[config.mk]
export PLATFORM = sky130hd
export DESIGN_NAME = vdad_access
export DESIGN_NICKNAME = d
export VERILOG_FILES = /design/src/design/vdad_pkg.sv /design/src/design/vdad_fifo.sv /design/src/design/vdad_bus_clock.sv /design/src/design/vdad_access.sv
export VERILOG_INCLUDE_DIRS = /design/src /design/src/design
export SDC_FILE = /design/constraint.sdc
export NUM_CORES = 1
export LEC_CHECK = 0
export BUFFER_PORTS_ARGS = -buffer_cell sky130_fd_sc_hd__buf_2
export CORE_ASPECT_RATIO = 0.5
export CORE_MARGIN = 4
export CORE_UTILIZATION = 43
export CTS_CLUSTER_DIAMETER = 60
export DETAILED_ROUTE_END_ITERATION = 16
export PLACE_DENSITY = 0.66
export SYNTH_ARGS = -nofsm -noshare
export SYNTH_HDL_FRONTEND = slang
export SYNTH_SLANG_ARGS = --single-unit
[constraint.sdc]
create_clock -name clock_in -period 3.95 [get_ports clock_in]
set_input_delay 0.395 -clock clock_in [delete_from_list [all_inputs] [get_ports clock_in]]
set_output_delay 0.395 -clock clock_in [all_outputs]
set_load 0.05 [all_outputs]
[src/design/vdad_map.svh]
`ifndef VDAD_MAP_SVH
`define VDAD_MAP_SVH

// parameter register addresses on the two register select inputs
`define VDAD_REG_STATUS    2'h0
`define VDAD_REG_POINTER   2'h2
`define VDAD_REG_SCROLL    2'h3
`define VDAD_REG_PAGE      2'h3

// parameter modes as held in the mode register
`define VDAD_MODE_SCROLL   3'h4
`define VDAD_MODE_POINTER  3'h5
`define VDAD_MODE_PAGE     3'h6

// field positions, reset values and wrap limits
`define VDAD_PAGE_P_BIT    2
`define VDAD_PAGE_V1_BIT   1
`define VDAD_PAGE_V0_BIT   0
`define VDAD_PAGE_RESET    3'h0
`define VDAD_SCROLL_RESET  8'h00
`define VDAD_SCROLL_MAX    8'hD1
`define VDAD_IMAGE_ROWS    9'h0D2
`define VDAD_LOW_WRAP      5'h1F

// bus clock timing
`define VDAD_CLK_NS        100
`define VDAD_E_PERIOD_NS   700
`define VDAD_Q_OFFSET_NS   175
`define VDAD_E_CYCLES      (`VDAD_E_PERIOD_NS / `VDAD_CLK_NS)
`define VDAD_Q_CYCLES      ((`VDAD_Q_OFFSET_NS + `VDAD_CLK_NS - 1) / `VDAD_CLK_NS)

`endif

[src/design/vdad_pkg.sv]
package vdad_pkg;

  // access sequencer, gray along idle-row-col-data and ack-write
  typedef enum logic [2:0] {
    ST_IDLE    = 3'h0,
    ST_ROW     = 3'h1,
    ST_COL     = 3'h3,
    ST_DATA    = 3'h2,
    ST_DMA_ACK = 3'h6,
    ST_DMA_WR  = 3'h7
  } vdad_state_t;

  // decoded memory page codes
  typedef enum logic [2:0] {
    PG_VIDEO0  = 3'h0,
    PG_VIDEO1  = 3'h1,
    PG_VIDEO2  = 3'h2,
    PG_SHARED  = 3'h3,
    PG_PROGRAM = 3'h4
  } vdad_page_t;

endpackage

[src/design/vdad_fifo.sv]
`timescale 1ns/1ps

module vdad_fifo import vdad_pkg::*; #(
  parameter int WIDTH = 8,
  parameter int DEPTH = 16
) (
  // clock and reset
  input  wire logic             clock_in,
  input  wire logic             reset_n_in,
  // fill side
  input  wire logic             in_valid_in,
  output logic                  in_ready_out,
  input  wire logic [WIDTH-1:0] in_data_in,
  // drain side
  output logic                  out_valid_out,
  input  wire logic             out_ready_in,
  output logic [WIDTH-1:0]      out_data_out
);
  localparam int AW = $clog2(DEPTH);

  typedef struct packed {
    logic [AW-1:0]    wr_ptr;
    logic [AW-1:0]    rd_ptr;
    logic [AW:0]      count;
    logic             out_valid;
    logic [WIDTH-1:0] out_data;
  } vdad_fifo_state_t;

  vdad_fifo_state_t s, next_s;
  logic [WIDTH-1:0] mem [DEPTH];
  logic             push, pop, load;

  // output register refills whenever it is empty or being taken
  always_comb begin
    next_s = s;
    push   = in_valid_in && in_ready_out;
    load   = (s.count != '0) && (!s.out_valid || out_ready_in);
    pop    = s.out_valid && out_ready_in;
    if (load) begin
      next_s.out_data = mem[s.rd_ptr];
      next_s.rd_ptr   = s.rd_ptr + 1'b1;
    end
    if (push) begin
      next_s.wr_ptr = s.wr_ptr + 1'b1;
    end
    next_s.out_valid = load || (s.out_valid && !out_ready_in);
    next_s.count     = s.count + (AW+1)'(push) - (AW+1)'(load);
  end

  // full counts the array only; the output stage is one extra slot
  assign in_ready_out  = (s.count != (AW+1)'(DEPTH));
  assign out_valid_out = s.out_valid;
  assign out_data_out  = s.out_data;

  always_ff @(posedge clock_in or negedge reset_n_in) begin
    if (!reset_n_in) begin
      s <= '0;
    end else begin
      s <= next_s;
    end
  end

  // storage has no reset, only written entries are ever read
  always_ff @(posedge clock_in) begin
    if (push) begin
      mem[s.wr_ptr] <= in_data_in;
    end
  end

endmodule

[src/design/vdad_bus_clock.sv]
`timescale 1ns/1ps
`include "vdad_map.svh"

module vdad_bus_clock import vdad_pkg::*; (
  // clock and reset
  input  wire logic clock_in,
  input  wire logic reset_n_in,
  // withhold request and phase pulses
  input  wire logic stall_in,
  output logic      hold_start_out,
  output logic      hold_end_out,
  output logic      e_rise_out,
  output logic      e_fall_out,
  // bus clocks
  output logic      e_clock_out,
  output logic      q_clock_out
);
  localparam logic [2:0] LAST  = 3'(`VDAD_E_CYCLES - 1);
  localparam logic [2:0] E_HI  = 3'(`VDAD_E_CYCLES - `VDAD_E_CYCLES / 2);
  localparam logic [2:0] Q_HI  = 3'(`VDAD_Q_CYCLES);
  localparam logic [2:0] Q_LO  = 3'(`VDAD_Q_CYCLES + `VDAD_E_CYCLES / 2);

  typedef struct packed {
    logic [2:0] cnt;
    logic       hold;
    logic       e;
    logic       q;
  } vdad_clk_state_t;

  vdad_clk_state_t s, next_s;

  // one whole period of E and Q is withheld per stall request
  always_comb begin
    next_s     = s;
    next_s.cnt = (s.cnt == LAST) ? 3'h0 : s.cnt + 3'h1;
    if (s.cnt == LAST) begin
      next_s.hold = stall_in && !s.hold;
    end
    next_s.e = !next_s.hold && (next_s.cnt >= E_HI);
    next_s.q = !next_s.hold && (next_s.cnt >= Q_HI) && (next_s.cnt < Q_LO);
  end

  assign hold_start_out = (s.cnt == LAST) && stall_in && !s.hold;
  assign hold_end_out   = (s.cnt == LAST) && s.hold;
  assign e_rise_out     = !s.hold && (s.cnt == E_HI - 3'h1);
  assign e_fall_out     = !s.hold && (s.cnt == LAST);
  assign e_clock_out    = s.e;
  assign q_clock_out    = s.q;

  always_ff @(posedge clock_in or negedge reset_n_in) begin
    if (!reset_n_in) begin
      s <= '0;
    end else begin
      s <= next_s;
    end
  end

endmodule

[src/design/vdad_access.sv]
`timescale 1ns/1ps
`include "vdad_map.svh"

module vdad_access import vdad_pkg::*; #(
  parameter int FIFO_DEPTH = 16
) (
  // clock and reset
  input  wire logic        clock_in,
  input  wire logic        reset_n_in,
  // processor pins
  input  wire logic        memory_chip_select_n_in,
  input  wire logic        param_chip_select_n_in,
  input  wire logic [1:0]  reg_select_in,
  input  wire logic        read_not_write_in,
  input  wire logic        program_space_select_in,
  input  wire logic [2:0]  param_mode_in,
  // multiplexed bus
  input  wire logic [7:0]  muxed_addr_data_bus_in,
  output logic [7:0]       muxed_addr_data_bus_out,
  output logic [7:0]       muxed_addr_data_bus_oe_out,
  // external buffer enables
  output logic             row_addr_buffer_en_out,
  output logic             col_addr_buffer_en_out,
  output logic             data_buffer_en_out,
  // memory strobes and address
  output logic             row_strobe_n_out,
  output logic             video_col_strobe_lo_n_out,
  output logic             video_col_strobe_hi_n_out,
  output logic             program_col_strobe_n_out,
  output logic             write_strobe_n_out,
  output logic             output_enable_n_out,
  output logic [12:0]      dram_addr_out,
  // bus clocks
  output logic             e_clock_out,
  output logic             q_clock_out,
  // teletext link
  input  wire logic        dma_request_n_in,
  input  wire logic        link_clock_in,
  output logic             dma_ack_output_enable_n_out,
  output logic             dma_fifo_ready_out,
  // raster side
  input  wire logic        horiz_blank_in,
  input  wire logic [7:0]  graphics_line_in,
  output logic [7:0]       fetch_row_out
);
  typedef struct packed {
    logic [15:0] sync1;
    logic [15:0] sync2;
    logic        link_prev;
    vdad_state_t state;
    logic [7:0]  scroll;
    logic [7:0]  upper;
    logic [4:0]  low;
    logic [2:0]  page;
    logic        stall;
    logic [7:0]  bus_out;
    logic [7:0]  bus_oe;
    logic        row_en;
    logic        col_en;
    logic        data_en;
    logic        ras_n;
    logic        cas_lo_n;
    logic        cas_hi_n;
    logic        program_col_strobe_n;
    logic        w_n;
    logic        oe_n;
    logic [12:0] addr;
    logic        ack_n;
    logic        pop;
    logic [7:0]  fetch_row;
  } vdad_state_s_t;

  vdad_state_s_t s, next_s;

  // synchronised pin views
  logic       mem_cs_n, par_cs_n, rw, a13, req_n, link_clk;
  logic [1:0] rsel;
  logic [7:0] bus_sync;
  // helper signals
  logic       e_rise, e_fall, hold_start, hold_end;
  logic       push, fifo_ready, fifo_valid;
  logic [7:0] fifo_data;
  logic       program_sel, reg_write, reg_read;
  logic [8:0] row_sum;
  logic [7:0] read_data;

  assign mem_cs_n = s.sync2[0];
  assign par_cs_n = s.sync2[1];
  assign rsel     = s.sync2[3:2];
  assign rw       = s.sync2[4];
  assign a13      = s.sync2[5];
  assign req_n    = s.sync2[6];
  assign link_clk = s.sync2[7];
  assign bus_sync = s.sync2[15:8];

  // byte taken on a falling link clock edge while the request is low
  assign push = s.link_prev && !link_clk && !req_n;

  vdad_fifo #(
    .WIDTH (8),
    .DEPTH (FIFO_DEPTH)
  ) u_fifo (
    .clock_in      (clock_in),
    .reset_n_in    (reset_n_in),
    .in_valid_in   (push),
    .in_ready_out  (fifo_ready),
    .in_data_in    (bus_sync),
    .out_valid_out (fifo_valid),
    .out_ready_in  (s.pop),
    .out_data_out  (fifo_data)
  );

  vdad_bus_clock u_clk (
    .clock_in       (clock_in),
    .reset_n_in     (reset_n_in),
    .stall_in       (s.stall),
    .hold_start_out (hold_start),
    .hold_end_out   (hold_end),
    .e_rise_out     (e_rise),
    .e_fall_out     (e_fall),
    .e_clock_out    (e_clock_out),
    .q_clock_out    (q_clock_out)
  );

  // program space wins over the page bit; shared page still needs p
  assign program_sel = a13 || s.page[`VDAD_PAGE_P_BIT];

  // register writes fall on the end of e high; reads last all of e high
  assign reg_write = e_fall && !par_cs_n && !rw;
  assign reg_read  = !par_cs_n && rw && e_clock_out;

  // readback: pointer in mode 5, status page bits in any mode
  always_comb begin
    read_data = 8'h00;
    if (rsel == `VDAD_REG_POINTER && param_mode_in == `VDAD_MODE_POINTER) begin
      read_data = s.upper;
    end else if (rsel == `VDAD_REG_STATUS) begin
      read_data = {5'h00, s.page};
    end
  end

  // display row wraps modulo the image height
  always_comb begin
    row_sum = {1'b0, s.scroll} + {1'b0, graphics_line_in};
    if (row_sum >= `VDAD_IMAGE_ROWS) begin
      row_sum = row_sum - `VDAD_IMAGE_ROWS;
    end
  end

  always_comb begin
    next_s           = s;
    next_s.sync1     = {muxed_addr_data_bus_in, link_clock_in, dma_request_n_in,
                        program_space_select_in, read_not_write_in, reg_select_in,
                        param_chip_select_n_in, memory_chip_select_n_in};
    next_s.sync2     = s.sync1;
    next_s.link_prev = link_clk;
    next_s.pop       = 1'b0;
    next_s.fetch_row = row_sum[7:0];

    // parameter writes, decoded from mode and selects
    if (reg_write) begin
      if (param_mode_in == `VDAD_MODE_SCROLL && rsel == `VDAD_REG_SCROLL) begin
        next_s.scroll = bus_sync;
      end
      if (param_mode_in == `VDAD_MODE_PAGE && rsel == `VDAD_REG_PAGE) begin
        next_s.page = bus_sync[2:0];
      end
    end

    // register read drive, all eight lines, registered so one cycle behind e high
    next_s.bus_out = read_data;
    next_s.bus_oe  = reg_read ? 8'hFF : 8'h00;

    // default strobe levels, outputs of an idle sequencer
    next_s.row_en   = 1'b0;
    next_s.col_en   = 1'b0;
    next_s.data_en  = 1'b0;
    next_s.ras_n    = 1'b1;
    next_s.cas_lo_n = 1'b1;
    next_s.cas_hi_n = 1'b1;
    next_s.program_col_strobe_n   = 1'b1;
    next_s.w_n      = 1'b1;
    next_s.oe_n     = 1'b1;
    next_s.addr     = 13'h0000;
    next_s.ack_n    = 1'b1;

    case (s.state)
      ST_IDLE: begin
        if (e_rise && !mem_cs_n) begin
          next_s.state  = ST_ROW;
          next_s.row_en = 1'b1;
          next_s.ras_n  = 1'b0;
        end else if (e_fall && fifo_valid && mem_cs_n) begin
          next_s.state = ST_DMA_ACK;
          next_s.stall = 1'b1;
          next_s.ack_n = 1'b0;
        end
      end
      ST_ROW: begin
        // row address is on the bus from the outside buffers
        next_s.state  = ST_COL;
        next_s.ras_n  = 1'b0;
        next_s.col_en = 1'b1;
        next_s.bus_oe = 8'h60;
        if (program_sel) begin
          next_s.bus_out = {1'b0, a13, rsel[0], 5'h00};
          next_s.program_col_strobe_n  = 1'b0;
        end else begin
          next_s.bus_out  = {1'b0, s.page[`VDAD_PAGE_V1_BIT],
                             s.page[`VDAD_PAGE_V0_BIT], 5'h00};
          next_s.cas_lo_n = rsel[0];
          next_s.cas_hi_n = !rsel[0];
        end
      end
      ST_COL: begin
        next_s.state    = ST_DATA;
        next_s.ras_n    = 1'b0;
        next_s.cas_lo_n = s.cas_lo_n;
        next_s.cas_hi_n = s.cas_hi_n;
        next_s.program_col_strobe_n   = s.program_col_strobe_n;
        next_s.data_en  = 1'b1;
        next_s.w_n      = rw;
        next_s.oe_n     = !rw;
      end
      ST_DATA: begin
        // strobes hold until e falls; chip select lost ends partial
        if (e_fall || mem_cs_n) begin
          next_s.state = ST_IDLE;
        end else begin
          next_s.ras_n    = 1'b0;
          next_s.cas_lo_n = s.cas_lo_n;
          next_s.cas_hi_n = s.cas_hi_n;
          next_s.program_col_strobe_n   = s.program_col_strobe_n;
          next_s.data_en  = 1'b1;
          next_s.w_n      = s.w_n;
          next_s.oe_n     = s.oe_n;
        end
      end
      ST_DMA_ACK: begin
        next_s.ack_n = 1'b0;
        if (hold_start) begin
          next_s.state = ST_DMA_WR;
          next_s.stall = 1'b0;
        end
      end
      ST_DMA_WR: begin
        // page bits are not touched by the transfer
        next_s.ack_n    = 1'b0;
        next_s.ras_n    = 1'b0;
        next_s.cas_lo_n = 1'b0;
        next_s.w_n      = 1'b0;
        next_s.addr     = {s.upper, s.low};
        next_s.bus_out  = fifo_data;
        next_s.bus_oe   = 8'hFF;
        if (hold_end) begin
          next_s.state = ST_IDLE;
          next_s.pop   = 1'b1;
          next_s.low   = s.low + 5'h01;
          if (s.low == `VDAD_LOW_WRAP) begin
            next_s.upper = s.upper + 8'h01;
          end
        end
      end
      default: begin
        next_s.state = ST_IDLE;
        next_s.stall = 1'b0;
      end
    endcase

    // pointer write reloads latch and counter; blanking overrides
    if (reg_write && param_mode_in == `VDAD_MODE_POINTER && rsel == `VDAD_REG_POINTER) begin
      next_s.upper = bus_sync;
      next_s.low   = 5'h00;
    end
    if (horiz_blank_in) begin
      next_s.upper = 8'h00;
      next_s.low   = 5'h00;
    end
  end

  always_ff @(posedge clock_in or negedge reset_n_in) begin
    if (!reset_n_in) begin
      s          <= '0;
      s.sync1    <= 16'h007F; // link clock idles low, no false edge
      s.sync2    <= 16'h007F;
      s.ras_n    <= 1'b1;
      s.cas_lo_n <= 1'b1;
      s.cas_hi_n <= 1'b1;
      s.program_col_strobe_n   <= 1'b1;
      s.w_n      <= 1'b1;
      s.oe_n     <= 1'b1;
      s.ack_n    <= 1'b1;
      s.scroll   <= `VDAD_SCROLL_RESET;
      s.page     <= `VDAD_PAGE_RESET;
    end else begin
      s <= next_s;
    end
  end

  // every output is a flop of the state, handshake ready excepted
  assign muxed_addr_data_bus_out     = s.bus_out;
  assign muxed_addr_data_bus_oe_out  = s.bus_oe;
  assign row_addr_buffer_en_out      = s.row_en;
  assign col_addr_buffer_en_out      = s.col_en;
  assign data_buffer_en_out          = s.data_en;
  assign row_strobe_n_out            = s.ras_n;
  assign video_col_strobe_lo_n_out   = s.cas_lo_n;
  assign video_col_strobe_hi_n_out   = s.cas_hi_n;
  assign program_col_strobe_n_out    = s.program_col_strobe_n;
  assign write_strobe_n_out          = s.w_n;
  assign output_enable_n_out         = s.oe_n;
  assign dram_addr_out               = s.addr;
  assign dma_ack_output_enable_n_out = s.ack_n;
  assign dma_fifo_ready_out          = fifo_ready;
  assign fetch_row_out               = s.fetch_row;

endmodule

==> PnR_summary.wiki <==
{| class="wikitable"
! Metric !! Value
|-
| Initial antenna violation count || 0
|-
| Total Wirelength || just over 20 mm
|-
| Via count || between 5,000 and 6,000
|-
| Floorplan die width || roughly 230 µm
|-
| Unrepaired setup endpoints after global routing || false
|-
| Routed WL per cell || between 15 and 20 µm
|-
| Internal power contribution || between 4000 and 5000 µW
|-
| Final RePlAce weighted congestion || 0.798
|-
| HPWL after DPL || roughly 14 mm
|-
| Switching Share || approximately 28%
|-
| Violated checks || hold timing
|-
| Slowest-stage cell, CP || a21oi_1
|-
| Reg clk slew, reported paths || approximately 0.06 ns
|-
| Setup crit end kind || flop
|-
| Share of post-route cells with drive strength above 1 || a little over a quarter
|-
| CP Launch Type || flop
|-
| Arrival time worst endpoint || around 3.7 ns
|-
| Fin. Hold Viols || 5
|-
| Category of the critical setup timing path || reg -> reg
|-
| Cell area after technology mapping || between 10,000 and 15,000 µm²
|-
| Required time of the worst setup path || 4.35 ns
|-
| Startpoint of the lowest-slack register-to-register path || u_fifo.s[11]
|-
| Reg2Reg Capture Point || u_fifo.s[13]
|-
| FILL cells || 2,115
|-
| Clock tree from TritonCTS || built
|-
| Outcome || finished with violations
|-
| Clk buf depth || 3
|-
| Cell Chain, Critical Path || inv_1 > ha_1 > nor4b_1 > a21oi_1 > ha_1 > inv_1 > ha_1 > inv_1 > fa_1 > inv_1 > a21oi_1 > nor2_1 > nor2_1 > xnor2_1
|-
| Drt initial violations || a little over 400
|-
| Largest fanout of any net on the critical path || 13
|-
| Count of endpoints failing setup in the final report || 0
|-
| Per-instance average area after synthesis || between 10 and 15 µm²
|-
| Number of input and output port buffers inserted || between 70 and 80
|-
| Synth Flop Type || edfxtp_1
|-
| Number of global-route vias before repair || 6,158
|-
| Floorplan die height || 121 µm
|-
| Total clock sinks || approximately 260
|-
| Remaining antenna violation count || 0
|-
| Standard-cell row count || 41
|-
| Highest cell delay on the worst timing path || 0.87 ns
|-
| VDD IR max || around 0.3 mV
|-
| Leakage power || between 0.004 and 0.005 µW
|-
| Sum Neg Setup Slack || 0 ns
|-
| Ys Warns || 0
|-
| Final clock skew || between 0.009 and 0.01 ns
|-
| H-tree depth reported by CTS || 1
|-
| Boundary pin count || 80
|-
| Wire length of the first global-routing pass || 33.0 mm
|-
| Hold slack final || -0.0118 ns
|-
| Headroom to the max-slew limit || approximately a quarter
|-
| Die area || between 20,000 and 30,000 µm²
|-
| Comb pwr share || 19.1%
|-
| Area inside the core boundary || approximately 25,000 µm²
|-
| Cell at the root of the clock tree || clkbuf_16
|-
| Post-route minimum period || roughly 3.3 ns
|-
| Clock Power Share || between 30 and 40%
|-
| Initial core utilization || a little over two fifths
|-
| Cell count after synthesis || approximately 740
|-
| TritonRoute pass-1 iters || 5
|-
| Slack of the worst reg-to-reg path || roughly 0.70 ns
|-
| Part of the total power dissipated in sequential elements || between 40% and 50%
|-
| NetSw || ~1900 µW
|-
| Synth-to-Final Area Change || 12.8%
|-
| Crit path top cell by count || inv_1
|-
| Maximum frequency from static timing analysis || about 310 MHz
|-
| Fraction of the yosys area taken by sequential cells || roughly 65%
|-
| Pin count of the biggest net entering global routing || around 100
|-
| Skew-Pair Late Insertion Delay || approximately 0.52 ns
|-
| Unique masters post-synth || 64
|-
| Slew at the pin closest to its max-slew limit || roughly 1.1 ns
|-
| Number of max-capacitance violations reported || 0
|-
| Post-detailed-route via-to-cell ratio || just over 5
|-
| Global-route congestion overflow total || 0
|-
| Power density over the cells || around 560 nW/µm²
|-
| Syn_nets || 797
|-
| Final period util || between 80 and 90%
|-
| ANT cells || 0
|-
| FFs w/ async S/R, synth || about 51%
|-
| Remaining design rule violation count || 0
|-
| Count of final max-slew check failures || 0
|-
| Number of buffers created by CTS || 24
|-
| CTS-repair resized insts || 0
|-
| Number of cells on the worst reg-to-reg path || 14
|-
| # nets final || between 800 and 900
|-
| Count of flip-flops with a built-in enable after synthesis || between 100 and 150
|-
| Synthesis-stage register bit count || 259
|-
| Path category of the worst min-delay check || in -> async
|-
| Global-route total usage across every layer || about 15%
|}
[layer usage]
metal  track usage, %  share of wire (%)
met1             21.2                 47
met2             23.5                 47
met3             3.12                4.6
met4             2.89                1.6
met5                0                  0
[cells in the mapped netlist (11+ instances only)]
| master | number | share of area (%) |
|---|---|---|
| o21ai_0 | 23 | 1.0 |
| a21oi_1 | 25 | 1.1 |
| edfxtp_1 | 128 | 35 |
| nor3_1 | 11 | 0.50 |
| nand2_1 | 39 | 1.3 |
| dfrtp_1 | 110 | 25 |
| mux4_2 | 40 | 8.2 |
| mux2_2 | 19 | 1.9 |
| ha_1 | 24 | 2.7 |
| dfstp_2 | 21 | 5.0 |
| inv_1 | 24 | 0.82 |
| clkbuf_1 | 13 | 0.44 |
| and2_1 | 30 | 1.7 |
| buf_4 | 39 | 2.7 |
| nor2_1 | 42 | 1.4 |
| xnor2_1 | 16 | 1.3 |
[flip-flops by register name (all words and copies together), names as in the netlist, 2 cells and up]
register,count
bus_sync,8
fetch_row_out,8
u_fifo.s,13
muxed_addr_data_bus_oe_out,2
dram_addr_out,13
s,30
u_clk.s,4
muxed_addr_data_bus_out,8
next_s,16
u_fifo.out_data_out,8
u_fifo.mem,128
rsel,2
[power by group through the flow]
stage	registers (µW)	logic [µW]	clock network, µW
finish	3280	1330	2330
global route	3310	1460	2520
CTS	3280	1340	2400
detailed placement	3330	1320	0
global placement	3320	1300	0
floorplan	3280	1090	0
[worst max-delay path by stage]
stage / endpoint / start / slack, ns / depth (start not counted)
2_1_floorplan: u_fifo.s[13] / u_fifo.s[11] / 1.24 / 15
3_3_place_gp: u_fifo.s[13] / u_fifo.s[11] / 0.80 / 14
3_5_place_dp: u_fifo.s[13] / u_fifo.s[11] / 0.74 / 14
4_1_cts: u_fifo.s[13] / u_fifo.s[11] / 0.70 / 14
5_1_grt: u_fifo.s[13] / u_fifo.s[11] / 0.44 / 14
6_report: u_fifo.s[13] / u_fifo.s[11] / 0.70 / 14
[final cells by class]
| type | count | area (µm²) | area share, % |
|---|---|---|---|
| timing repair buffer | 100 | 599 | 4.83 |
| clock buffer | 38 | 714 | 5.75 |
| inverter | 24 | 90.1 | 0.726 |
| tap | 344 | 430 | 3.47 |
| multi-input combinational | 393 | 3350 | 27.0 |
| clock inverter | 6 | 80.1 | 0.645 |
| sequential | 259 | 7150 | 57.6 |
[cells by family (layout without fill, tap and decap cells)]
family | count (synthesis) | count (layout) | synth area share [%]
buffers and inverters | 89 | 168 | 4.59
adder cells (fa/ha/maj) | 26 | 26 | 3.09
flip-flops | 259 | 259 | 65.0
multiplexers | 67 | 67 | 10.9
AO/OA/AOI/OAI | 97 | 97 | 5.73
XOR/XNOR | 24 | 24 | 1.98
AND/OR/NAND/NOR | 179 | 179 | 8.75
[critical path: cells and delay by family (launching register included)]
| kind | cells | cell delay (ns) |
|---|---|---|
| flops | 1 | 0.36 |
| buf+inv | 4 | 0.27 |
| compound gates | 2 | 0.93 |
| xor+xnor | 1 | 0.12 |
| simple gates | 3 | 0.29 |
| fa+ha+maj | 4 | 1.16 |
[layout by cell type (no fill, tap or decap), types with 7 or more instances in the layout]
cell type	instances
inv_1	24
and3_1	9
edfxtp_1	128
dfstp_2	21
nand3_1	8
a21oi_1	25
mux2_2	19
o21ai_1	8
dfrtp_1	108
dlygate4sd3_1	16
nand2_1	39
xor2_1	7
xnor2_1	16
clkbuf_16	25
clkbuf_1	9
mux4_2	40
o21ai_0	23
ha_1	24
buf_2	78
and2_1	30
mux2i_1	7
nor3b_1	9
nor3_1	11
nor2_1	42
[timing repair]
action	4_1_cts	5_1_grt
hold endpoints to repair	16	0
hold buffers	16	0
setup buffers	0	0
[metrics by stage]
step | area (µm²) | power, µW | instances | setup slack (ns) | util (%)
6_report | 12400 | 6930 | 1164 | 0.698 | 49.3
5_1_grt | 12400 | 7280 | 1164 | 0.441 | 49.3
4_1_cts | 12400 | 7020 | 1164 | 0.701 | 49.3
3_5_place_dp | 11500 | 4650 | 1104 | 0.736 | 45.5
3_3_place_gp | 11500 | 4620 | 1104 | 0.804 | 45.5
2_1_floorplan | 11000 | 4370 | 741 | 1.24 | -
No activity file was read; power rests on OpenSTA's default activity.
